## config.mk

```make
export PLATFORM = sky130hd
export DESIGN_NAME = acc_top
export DESIGN_NICKNAME = d
export VERILOG_FILES = /design/src/rtl/acc_pkg.sv /design/src/rtl/acc_top.sv
export VERILOG_INCLUDE_DIRS = /design/src /design/src/rtl
export SDC_FILE = /design/constraint.sdc
export NUM_CORES = 1
export LEC_CHECK = 0
export ABC_AREA = 1
export BUFFER_PORTS_ARGS = -buffer_cell sky130_fd_sc_hd__buf_2
export CORE_UTILIZATION = 53
export DETAILED_ROUTE_END_ITERATION = 8
export PLACE_DENSITY = 0.77
export SETUP_SLACK_MARGIN = 0.15
export SLEW_MARGIN = 30
export SYNTH_ARGS = -nofsm -noshare
export SYNTH_HDL_FRONTEND = slang
export SYNTH_SLANG_ARGS = --single-unit
```

## constraint.sdc

```tcl
create_clock -name clk -period 1.75 [get_ports clk]
set_clock_uncertainty 0.2 [all_clocks]
set_input_delay 0.0875 -clock clk [delete_from_list [all_inputs] [get_ports clk]]
set_output_delay 0.0875 -clock clk [all_outputs]
set_load 0.005 [all_outputs]
```

## src/rtl/acc_defines.svh

```systemverilog
// constants of the converter trigger and conflict control block
`ifndef ACC_DEFINES_SVH
`define ACC_DEFINES_SVH
`define ACC_OFF_MODE0 8'h00
`define ACC_OFF_MODE1 8'h04
`define ACC_OFF_CHSEL 8'h08
`define ACC_OFF_STAT 8'h0C
`define ACC_OFF_MASK 8'h10
`define ACC_OFF_SBY 8'h14
`define ACC_RES_HI 3'h1
`define ACC_M0_RUN 0
`define ACC_M1_SRC 1:0
`define ACC_M1_EDGE 3:2
`define ACC_M1_FR 6:4
`define ACC_SRC_SW 2'h0
`define ACC_SRC_TIMER 2'h1
`define ACC_SRC_EXT 2'h2
`define ACC_EDGE_RISE 2'h0
`define ACC_EDGE_FALL 2'h1
`define ACC_ST_DONE 0
`define ACC_ST_CMP 1
`define ACC_ST_SUSP 2
`define ACC_ST_ABAND 3
`define ACC_SBY_HALT 2'h1
`define ACC_CONV_BASE 16'h0010
`define ACC_RES_W 10
`define ACC_NRES 8
`endif

```

## src/rtl/acc_pkg.sv

```systemverilog
// types of the converter trigger and conflict control block
`include "acc_defines.svh"
package acc_pkg;
  typedef enum logic [0:0] {ACC_IDLE = 1'b0, ACC_CONV = 1'b1} acc_conv_e;
  typedef logic [`ACC_RES_W-1:0] acc_res_t;
  typedef struct packed {
    acc_conv_e st;
    logic [7:0] mode0;
    logic [7:0] mode1;
    logic [2:0] chsel;
    logic [1:0] sby;
    logic [3:0] stat;
    logic [3:0] mask;
    logic [7:0] tcnt;
    logic [15:0] cyc;
    logic susp;
    logic wpend;
    acc_res_t wval;
    logic [2:0] widx;
    logic dpend;
    logic [`ACC_NRES-1:0][`ACC_RES_W-1:0] res;
    logic ext_q;
    logic dp_wr;
    logic [7:0] dp_addr;
    logic [31:0] rdata;
    logic irq;
    logic ready;
  } acc_state_s;
endpackage

```

## src/rtl/acc_top.sv

```systemverilog
// converter trigger, standby and conflict control with AHB-Lite register slave
//
// Our own choices: the placing of the registers and the AHB-Lite slave port.
`timescale 1ns/10ps
`default_nettype none
`include "acc_defines.svh"
// Summary of operation
// clearing run during a conversion stops it and stores no result.
// a new timer trigger during a conversion restarts it from that trigger.
// abandoned conversions store nothing; every accepted trigger is counted; finished value is stored.
// halt standby keeps converting; mode and result registers keep values.
// idle or stop standby freezes conversion; registers keep their contents.
// conversion frozen by idle or stop resumes later; its result is flagged undefined.
// compare match starts conversion and raises its own maskable interrupt status.
// result write colliding with a read of that register waits one cycle.
// external trigger edges are ignored while converting, including the write cycle.
// mode1 or channel write right after a result write suppresses done interrupt.
// software spaces triggers wider than the selected conversion time.
// every result is ten bits wide.
// software avoids port reads on analog pins during conversion.
// trigger source field value binary 10 selects external trigger mode.
// external trigger edge is rising, falling or both per edge field.
// one-buffer mode raises done after each conversion and then ends.
// a conversion-active flag qualifies trigger acceptance and result storage.
module acc_top (
  input wire logic clk,
  input wire logic srst,
  input wire logic hsel,
  input wire logic [31:0] haddr,
  input wire logic [1:0] htrans,
  input wire logic hwrite,
  input wire logic [2:0] hsize,
  input wire logic [31:0] hwdata,
  input wire logic hready,
  output logic hreadyout,
  output logic hresp,
  output logic [31:0] hrdata,
  input wire logic compare_match_trigger,
  input wire logic external_trigger_pin,
  input wire logic nmi_release,
  input wire acc_pkg::acc_res_t analog_sample,
  output logic irq,
  output logic conv_active
);
  import acc_pkg::*;

  acc_state_s s_q;
  acc_state_s s_d;

  function automatic logic [15:0] conv_cycles(input logic [2:0] fr);
    conv_cycles = `ACC_CONV_BASE << fr;
  endfunction

  logic aph;
  logic rd_go;
  logic wr_dp;
  logic [7:0] a8;
  logic gated;
  logic src_tim;
  logic src_ext;
  logic ext_edge;
  logic tim_go;
  logic ext_go;
  logic sw_go;
  logic stop_wr;
  logic rd_hit;
  logic commit;
  logic cfg_wr;
  logic [3:0] set_v;
  logic [31:0] rd_v;

  always_comb
  begin
    aph = hsel & hready & htrans[1];
    rd_go = aph & ~hwrite;
    a8 = haddr[7:0];
    wr_dp = s_q.dp_wr;
    // idle and stop gate the converter clock, halt does not
    gated = s_q.sby[1];
    src_tim = s_q.mode1[`ACC_M1_SRC] == `ACC_SRC_TIMER;
    // source field 10 picks the external pin
    src_ext = s_q.mode1[`ACC_M1_SRC] == `ACC_SRC_EXT;
    // edge select
    case (s_q.mode1[`ACC_M1_EDGE])
      `ACC_EDGE_RISE: ext_edge = external_trigger_pin & ~s_q.ext_q;
      `ACC_EDGE_FALL: ext_edge = ~external_trigger_pin & s_q.ext_q;
      default: ext_edge = external_trigger_pin ^ s_q.ext_q;
    endcase
    tim_go = compare_match_trigger & src_tim & s_q.mode0[`ACC_M0_RUN] & ~gated;
    // edges during a conversion or its result write are dropped
    ext_go = ext_edge & src_ext & s_q.mode0[`ACC_M0_RUN] & ~gated & (s_q.st == ACC_IDLE);
    sw_go = wr_dp & (s_q.dp_addr == `ACC_OFF_MODE0) & hwdata[`ACC_M0_RUN]
            & (s_q.mode1[`ACC_M1_SRC] == `ACC_SRC_SW) & ~gated & (s_q.st == ACC_IDLE);
    stop_wr = wr_dp & (s_q.dp_addr == `ACC_OFF_MODE0) & ~hwdata[`ACC_M0_RUN];
    // a read of the same result register in this cycle goes first
    rd_hit = rd_go & (a8[7:5] == `ACC_RES_HI) & (a8[4:2] == s_q.widx);
    commit = s_q.wpend & ~rd_hit & ~stop_wr;
    cfg_wr = wr_dp & ((s_q.dp_addr == `ACC_OFF_MODE1) | (s_q.dp_addr == `ACC_OFF_CHSEL));
    rd_v = 32'h0000_0000;
    case (a8)
      `ACC_OFF_MODE0: rd_v = {24'h00_0000, s_q.mode0};
      `ACC_OFF_MODE1: rd_v = {24'h00_0000, s_q.mode1};
      `ACC_OFF_CHSEL: rd_v = {29'h0000_0000, s_q.chsel};
      `ACC_OFF_STAT: rd_v = {8'h00, s_q.tcnt, 7'h00, s_q.st == ACC_CONV, 4'h0, s_q.stat};
      `ACC_OFF_MASK: rd_v = {28'h000_0000, s_q.mask};
      `ACC_OFF_SBY: rd_v = {30'h0000_0000, s_q.sby};
      default:
      begin
        if (a8[7:5] == `ACC_RES_HI)
          rd_v = {22'h00_0000, s_q.res[a8[4:2]]};
      end
    endcase

    s_d = s_q;
    set_v = 4'h0;
    s_d.ready = 1'b1;
    s_d.ext_q = external_trigger_pin;
    s_d.dp_wr = aph & hwrite;
    if (aph)
      s_d.dp_addr = a8;
    if (rd_go)
      s_d.rdata = rd_v;
    // compare match is also an ordinary cpu interrupt, masked by its mask bit
    if (compare_match_trigger)
      set_v[`ACC_ST_CMP] = 1'b1;

    if (wr_dp)
    begin
      case (s_q.dp_addr)
        `ACC_OFF_MODE0: s_d.mode0 = hwdata[7:0];
        `ACC_OFF_MODE1: s_d.mode1 = hwdata[7:0];
        `ACC_OFF_CHSEL: s_d.chsel = hwdata[2:0];
        `ACC_OFF_MASK: s_d.mask = hwdata[3:0];
        `ACC_OFF_SBY: s_d.sby = hwdata[1:0];
        default: s_d.sby = s_q.sby;
      endcase
    end
    // nmi releases standby, registers untouched
    if (nmi_release)
      s_d.sby = 2'h0;

    // done interrupt dropped when config is written right after the store
    s_d.dpend = 1'b0;
    if (s_q.dpend & ~cfg_wr)
      set_v[`ACC_ST_DONE] = 1'b1;

    // every accepted trigger is counted
    if (tim_go | ext_go | sw_go)
      s_d.tcnt = s_q.tcnt + 8'h01;

    case (s_q.st)
      ACC_IDLE:
      begin
        if (tim_go | ext_go | sw_go)
        begin
          // flag set on start
          s_d.st = ACC_CONV;
          s_d.cyc = conv_cycles(s_q.mode1[`ACC_M1_FR]);
          s_d.susp = 1'b0;
        end
      end
      ACC_CONV:
      begin
        if (stop_wr)
        begin
          // stop at once, nothing stored
          s_d.st = ACC_IDLE;
          s_d.wpend = 1'b0;
        end
        else if (s_q.wpend)
        begin
          if (commit)
          begin
            // the conversion that finished is stored
            s_d.res[s_q.widx] = s_q.wval;
            s_d.wpend = 1'b0;
            s_d.dpend = 1'b1;
            // one-buffer operation ends after each conversion
            s_d.st = ACC_IDLE;
          end
        end
        else if (tim_go)
        begin
          // restart from the latest trigger
          s_d.cyc = conv_cycles(s_q.mode1[`ACC_M1_FR]);
          s_d.susp = 1'b0;
          set_v[`ACC_ST_ABAND] = 1'b1;
        end
        else if (gated)
          // converter clock stopped, count frozen
          s_d.susp = 1'b1;
        else if (s_q.cyc == 16'h0001)
        begin
          // ten-bit result latched for storing
          s_d.wpend = 1'b1;
          s_d.wval = analog_sample;
          s_d.widx = s_q.chsel;
          // result after a frozen conversion is marked undefined
          set_v[`ACC_ST_SUSP] = s_q.susp;
        end
        else
          // halt keeps counting
          s_d.cyc = s_q.cyc - 16'h0001;
      end
      default: s_d.st = ACC_IDLE;
    endcase

    // read clears status, a set in the same cycle wins
    if (rd_go & (a8 == `ACC_OFF_STAT))
      s_d.stat = set_v;
    else
      s_d.stat = s_q.stat | set_v;
    s_d.irq = |(s_d.stat & s_d.mask);
  end

  always_ff @(posedge clk)
  begin
    if (srst)
    begin
      s_q <= '0;
    end
    else
    begin
      s_q <= s_d;
    end
  end

  always_comb
  begin
    hreadyout = s_q.ready;
    hresp = 1'b0;
    hrdata = s_q.rdata;
    irq = s_q.irq;
    conv_active = s_q.st == ACC_CONV;
  end

  a_stop_no_store: assert property (@(posedge clk) disable iff (srst)
    (s_q.st == ACC_CONV) && stop_wr |=> (s_q.st == ACC_IDLE) && !s_q.wpend && !s_q.dpend)
    else $error("stop did not abandon conversion");
  a_restart_reload: assert property (@(posedge clk) disable iff (srst)
    (s_q.st == ACC_CONV) && !stop_wr && !s_q.wpend && tim_go
    |=> s_q.cyc == conv_cycles($past(s_q.mode1[`ACC_M1_FR])) && s_q.stat[`ACC_ST_ABAND])
    else $error("timer trigger did not restart conversion");
  a_trig_count: assert property (@(posedge clk) disable iff (srst)
    tim_go |=> s_q.tcnt == $past(s_q.tcnt) + 8'h01)
    else $error("trigger not counted");
  a_gate_freeze: assert property (@(posedge clk) disable iff (srst)
    (s_q.st == ACC_CONV) && gated && !stop_wr && !s_q.wpend && !tim_go |=> $stable(s_q.cyc) && s_q.susp)
    else $error("conversion ran while clock gated");
  a_halt_runs: assert property (@(posedge clk) disable iff (srst)
    (s_q.st == ACC_CONV) && (s_q.sby == `ACC_SBY_HALT) && !stop_wr && !s_q.wpend && !tim_go
    && (s_q.cyc > 16'h0001) |=> s_q.cyc == $past(s_q.cyc) - 16'h0001)
    else $error("halt stopped conversion");
  // a back-to-back read of the same register may hold the store once more
  a_read_first: assert property (@(posedge clk) disable iff (srst)
    s_q.wpend && rd_hit && !stop_wr |=> s_q.wpend ##1 (!s_q.wpend || $past(rd_hit)))
    else $error("result write did not wait for read");
  a_ext_ignored: assert property (@(posedge clk) disable iff (srst)
    (s_q.st == ACC_CONV) && ext_edge |=> s_q.tcnt == $past(s_q.tcnt) || $past(tim_go))
    else $error("external edge taken during conversion");
  a_cfg_no_done: assert property (@(posedge clk) disable iff (srst)
    s_q.dpend && cfg_wr && !(rd_go && (a8 == `ACC_OFF_STAT)) && !s_q.stat[`ACC_ST_DONE] |=> !s_q.stat[`ACC_ST_DONE])
    else $error("done raised despite config write");
  a_done_after: assert property (@(posedge clk) disable iff (srst)
    commit && (s_q.st == ACC_CONV) |=> (s_q.st == ACC_IDLE) && s_q.dpend)
    else $error("store did not end conversion");
  a_cmp_irq: assert property (@(posedge clk) disable iff (srst)
    compare_match_trigger && !(rd_go && (a8 == `ACC_OFF_STAT)) |=> s_q.stat[`ACC_ST_CMP])
    else $error("compare match status not set");

  // the R14 and R15 checks use raw pin levels and register fields, so a broken decode shows
  a_ext_start: assert property (@(posedge clk) disable iff (srst)
    (s_q.st == ACC_IDLE) && (s_q.mode1[`ACC_M1_SRC] == `ACC_SRC_EXT) && s_q.mode0[`ACC_M0_RUN] && !gated
    && external_trigger_pin && !s_q.ext_q && (s_q.mode1[`ACC_M1_EDGE] != `ACC_EDGE_FALL) |=> (s_q.st == ACC_CONV))
    else $error("external rising edge did not start conversion");
  a_fall_start: assert property (@(posedge clk) disable iff (srst)
    (s_q.st == ACC_IDLE) && (s_q.mode1[`ACC_M1_SRC] == `ACC_SRC_EXT) && s_q.mode0[`ACC_M0_RUN] && !gated
    && !external_trigger_pin && s_q.ext_q && (s_q.mode1[`ACC_M1_EDGE] != `ACC_EDGE_RISE) |=> (s_q.st == ACC_CONV))
    else $error("external falling edge did not start conversion");
  a_start_count: assert property (@(posedge clk) disable iff (srst)
    (ext_go || sw_go) |=> s_q.tcnt == $past(s_q.tcnt) + 8'h01)
    else $error("start not counted");
  a_res_hold: assert property (@(posedge clk) disable iff (srst)
    !commit |=> $stable(s_q.res))
    else $error("result changed without a finished conversion");
  a_susp_flag: assert property (@(posedge clk) disable iff (srst)
    (s_q.st == ACC_CONV) && s_q.susp && !gated && !stop_wr && !s_q.wpend && !tim_go && (s_q.cyc == 16'h0001)
    |=> s_q.stat[`ACC_ST_SUSP])
    else $error("undefined result not flagged");
  a_nmi_keep: assert property (@(posedge clk) disable iff (srst)
    nmi_release && !wr_dp |=> (s_q.sby == 2'h0) && $stable(s_q.mode0) && $stable(s_q.mode1) && $stable(s_q.chsel))
    else $error("release lost register contents");
  a_gate_no_start: assert property (@(posedge clk) disable iff (srst)
    gated && (s_q.st == ACC_IDLE) |=> (s_q.st == ACC_IDLE))
    else $error("conversion started while clock gated");
  a_idle_clean: assert property (@(posedge clk) disable iff (srst)
    (s_q.st == ACC_IDLE) |-> !s_q.wpend)
    else $error("store pending without active conversion");
  a_done_set: assert property (@(posedge clk) disable iff (srst)
    s_q.dpend && !cfg_wr |=> s_q.stat[`ACC_ST_DONE])
    else $error("done status not raised after store");
  a_irq_level: assert property (@(posedge clk) disable iff (srst)
    irq == |(s_q.stat & s_q.mask))
    else $error("interrupt level does not follow masked status");
endmodule
`default_nettype wire

```

# Word level (Yosys, flattened, before mapping)
# Index checks and enable logic that the tools add are counted.
[totals]
register_bits = 194
latch_bits = 0
ramBits = 0
romBits = 0
input_bits = 87
output_inout_bits = 36
word_cells = 154
memories = 0
[op_classes]
add_sub_neg = 2
n_mul = 0
n_div = 0
order_cmp = 3
eq_ne = 21
shift = 1
mux = 40
n_bitwise = 43
n_reduce_logical = 16
[op_table]
columns = ["op", "count"]
rows = [
  ["one-hot mux 24 bit (6 select lines)", 1],
  ["2-to-1 mux 81 bit", 1],
  ["bitwise mux 80 bit", 1],
  ["2-to-1 mux 17 bit", 4],
  ["2-to-1 mux 14 bit", 3],
  ["one-hot mux 17 bit (2 select lines)", 1],
  ["== test 8 x 5 -> 1 bit (second input constant)", 4],
  ["2-to-1 mux 16 bit", 2],
  ["binary-select mux 10 bit (select 3 bit)", 1],
  ["demux 10 bit (select 3 bit)", 1],
  ["2-to-1 mux 10 bit", 3],
  ["AND 1 bit", 26],
  ["== test 8 x 4 -> 1 bit (second input constant)", 3],
  ["== test 16 x 1 -> 1 bit (second input constant)", 1],
  ["== test 8 x 3 -> 1 bit (second input constant)", 2],
  ["zero test 8 bit", 2],
  ["left shift 5 x 3 -> 16 bit (first input constant)", 1],
  ["subtractor 16 x 1 -> 16 bit (second input constant)", 1],
  ["2-to-1 mux 1 bit", 14],
  ["2-to-1 mux 4 bit", 3],
  ["inverter 1 bit", 11],
  ["adder 8 x 1 -> 8 bit (second input constant)", 1],
  ["less-than comparator 3 x 4 -> 1 bit (second input constant)", 2],
  ["AND reduction 2 bit", 4],
  ["other kinds (22)", 33],
]

# Logic depth before layout (Yosys ltp)
[depth]
ltp_word = 12
depth_mapped = 14
depth_no_buf = 13

# Worst setup path after synthesis
# OpenSTA, ideal clock, no wires.
[synth_timing]
path_type = "register -> register"
start = "register s_q[43] (netlist name)"
end = "register s_q[148] (netlist name)"
setup_time_ps = 128
t_arrival_ps = 1513
required_time_ps = 1422
setup_slack_ps = -91
path_stages_with_launch = 13
path_buffers = 1
synth_period_minus_slack_ps = 1841
cell_sequence = "dfxtp_1 ha_1 a21oi_1 nand2_1 a21oi_1 nand2_1 nand2_1 nand2_1 nand2_2 buf_6 nand2_1 nand2_1 nor2_1"
[synth_between]
elab_chain_len = 11
elab_cells_between_ends = 13
[synth_rtl]
columns = ["item", "line_no", "text"]
rows = [
  ["start, declared", "acc_top.sv:47", "acc_state_s s_q;"],
  ["start signal, assigned", "acc_top.sv:220", "s_q <= '0;"],
  ["start signal, assigned", "acc_top.sv:224", "s_q <= s_d;"],
  ["inverter 1 bit", "acc_top.sv:85", "`ACC_EDGE_RISE: ext_edge = external_trigger_pin & ~s_q.ext_q;"],
  ["AND 1 bit", "acc_top.sv:85", ""],
  ["one-hot mux 1 bit (2 select lines) *", "acc_top.sv:84", "case (s_q.mode1[`ACC_M1_EDGE])"],
  ["AND 1 bit * (4 in series)", "acc_top.sv:91", "ext_go = ext_edge & src_ext & s_q.mode0[`ACC_M0_RUN] & ~gated & (s_q.st == ACC_IDLE);"],
  ["bitwise OR 1 bit * (2 in series)", "acc_top.sv:154", "if (tim_go | ext_go | sw_go)"],
  ["inequality test 2 x 1 -> 1 bit (no source line) *", "n/a", ""],
  ["AND reduction 5 bit (no source line) *", "n/a", ""],
]
# Mark *: on every way between the ends. The rest lies on a longest branch, timed or not.
# A chain may end at the register's enable or synchronous reset.

==> flow_metrics.tcl <==
set metrics [dict create \
    startpoint_type "flop" \
    grt_max_degree 102 \
    cellLeakagePower_nw 6.158 \
    yosysWarnings 0 \
    synth_seq_cells 180 \
    cts.clk_slew.worst_paths_ps 70 \
    met3_length_mm 5.533 \
    min_path_type "in -> reg" \
    dr_wl_met2_mm 18.51 \
    dieArea_um2 18540 \
    start_util_pct 54.78 \
    core_um2 17420 \
    clk_latency_ps 460 \
    violations "DRC, setup timing" \
    antenna_found_initial 1 \
    worst-setup-path-type "reg -> reg" \
    nNetsFinal 1805 \
    die_h_um 136.2 \
    synth_fa_ha_area_share_pct 0.6557 \
    worstMarginPinSlew_ps 815.4 \
    dp_slack_ps -356.0 \
    synth-xor-area-share_pct 1.377 \
    grt_util_all_layers_pct 37.99 \
    drive_gt1_share_pct 33.20 \
    avgSynthCellArea_um2 6.438 \
    max_freq_mhz 392.4 \
    postLayoutCellArea_um2 13820 \
    synthArstFlopShare_pct 0 \
    htreeDepth 4 \
    synth_top_family_by_area "simple AND/OR/NAND/NOR gates" \
    relSlewSlack_pct 45.06 \
    cp.required_ps 1870 \
    reg2reg_depth 11 \
    yosysSeqAreaShare_pct 37.77 \
    synth_compound_area_share_pct 9.810 \
    postRouteAntennaNets 0 \
    detail_route.iter0.violations 1954 \
    nFillCells 1006 \
    dp.cells 1828 \
    multi_input_area_um2 5634 \
    grt-ovfl-total 0 \
    synth_edf_count 0 \
    io_pins 123 \
    cts_tree "done" \
    seq_area_um2 3628 \
    highest_layer "met4" \
    synth_mux_area_share_pct 0 \
    clock_path_buffers 2 \
    cts_inserted_buffers 17 \
    synth_area_um2 9540 \
    max-vdd-ir-drop_mv 0.8393 \
    rows 48 \
    synth_ff_type "dfxtp_1" \
    slowest_stage "dfxtp_2" \
    routedWlPerCell_um 21.63 \
    max_stage_delay_ps 330 \
    final_common_cell "nand2_1" \
    globalplace.congestion 0.9489 \
    antenna_cells 0 \
    power_density_nw_per_um2 662.6 \
    mostFrequentLayoutCells "nand2_1 (306), inv_1 (214), nor2_1 (167), dfxtp_1 (160), buf_4 (129)" \
    crit_path_cell_trace "xnor2_1, nand3_1, nor2_1, nor2_2, nand2_4, nor2_4, buf_12, buf_8, nand3_1, nand2_1, nor2_1" \
    min_period_ps 2548 \
    synthToLayoutAreaGrowth_pct 44.88 \
    first_pass_iters 9 \
    grt_pass1_wl_mm 54.34 \
    placed_area_um2 11120 \
    avgViaCountPerCell 6.127 \
    path_max_fanout 6 \
    hold_path_depth 5 \
    io_buffers 55 \
    drc 1 \
    fin_crit_sh_pct 145.6 \
    ff2ff_setup_slack_ps -800 \
    endpoint_kind "flop" \
    hold_violations 0 \
    status "finished, violations left" \
    die_w_um 136.2 \
    dp_hpwl_mm 19.46 \
    cts_sinks 180 \
    maxCapViolations 0 \
    num_vias 11950 \
    wl_met1_mm 13.41 \
    finalWirelength_mm 42.20 \
    arrival_ps 2670 \
    p_total_mw 9.158 \
    finalWorstSetupSlack_ps -798.4 \
    fin_cells 1951 \
    syn_inst 1482 \
    rsz0062_at_grt "yes" \
    whs_ps 37.83 \
    root_buffer "clkbuf_16" \
    synthSimpleGateAreaFrac_pct 34.24 \
    drv_slew 0 \
    setup_viol 131 \
    synth.distinct_cells 43 \
    grt_pass1_vias 10770 \
]
-- per-layer routing --
metal / GRT usage (%) / vias up
met4: 26.54 / 0
met1: 42.71 / 5298
met2: 63.37 / 1148
met5: 0 / -
met3: 8.874 / 499
li1: - / 5009
-- worst max-delay path: cells and delay by family, from the launching register on --
| kind | cells | cell delay [ps] |
|---|---|---|
| XOR/XNOR | 1 | 130 |
| flip-flops | 1 | 330 |
| AND/OR/NAND/NOR | 8 | 1410 |
| buffers and inverters | 2 | 330 |
-- per-stage QoR --
stage | util [%] | setup TNS, ps
6_report | 79.36 | -43450
3_5_place_dp | 63.82 | -22200
5_1_grt | 79.36 | -69530
3_3_place_gp | 63.82 | -15710
4_1_cts | 75.68 | -12760
2_1_floorplan | - | 0
-- power breakdown --
part | total (mW) | leakage [nW] | internal (mW) | switching [mW]
registers | 4.15 | 1.46 | 4.13 | 0.0246
logic | 0.881 | 4.41 | 0.352 | 0.529
clock network | 4.13 | 0.289 | 2.27 | 1.85
-- cell type report --
class                           instances  area share [%]
Clock buffer                           19           3.132
Clock inverter                         13           1.240
Inverter                              262           7.206
Multi-Input combinational cell        971           40.76
Sequential cell                       180           26.25
Tap cell                              225           2.037
Timing Repair Buffer                  281           19.37
-- Yosys cell counts (2+ instances only) --
master / n / area share (%)
nor3_1: 16 / 0.84
ha_1: 5 / 0.66
o2111ai_1: 2 / 0.18
nor2_2: 19 / 1.2
xnor2_1: 6 / 0.55
o22ai_1: 8 / 0.52
or2_2: 2 / 0.13
buf_2: 16 / 0.84
clkbuf_1: 24 / 0.94
o211ai_1: 7 / 0.55
inv_1: 252 / 9.9
a21oi_1: 50 / 2.6
nand3b_1: 4 / 0.31
o221ai_1: 2 / 0.18
o31ai_1: 3 / 0.24
clkinv_1: 10 / 0.39
nor2_4: 4 / 0.47
nand3_2: 2 / 0.21
buf_1: 3 / 0.12
dfxtp_1: 180 / 38
nand2_2: 11 / 0.72
a211oi_1: 8 / 0.63
buf_6: 9 / 1.1
xor2_1: 9 / 0.83
a22oi_1: 10 / 0.79
nand2_1: 359 / 14
buf_4: 36 / 2.8
nor2_1: 196 / 7.7
o21ai_0: 72 / 3.8
nand3_1: 135 / 7.1
nand4_1: 10 / 0.66
-- repair_timing --
item / 4_1_cts / 5_1_grt
resized for setup: 156 / 160
gates cloned: 10 / 5
setup endpoints to repair: 140 / 168
setup buffers: 31 / 8
endpoints found under the hold margin: 60 / 0
hold buffers: 38 / 0
pin swaps: 40 / 50
-- kinds of logic (layout without fill, tap and decap cells) --
family | after synthesis | count (layout)
compound gates | 166 | 166
buf+inv | 350 | 575
other cells | 1 | 15
flops | 180 | 180
xor+xnor | 15 | 15
simple gates | 765 | 770
fa+ha+maj | 5 | 5
-- path summary, 6_finish.rpt --
check	to	from
worst max-delay path	flop	s_q[126]
worst min-delay path	flop	srst
worst max register to register	flop	s_q[126]
worst min register to register	hrdata[22]	hrdata[22]
Power figures use the tool's default switching activity.
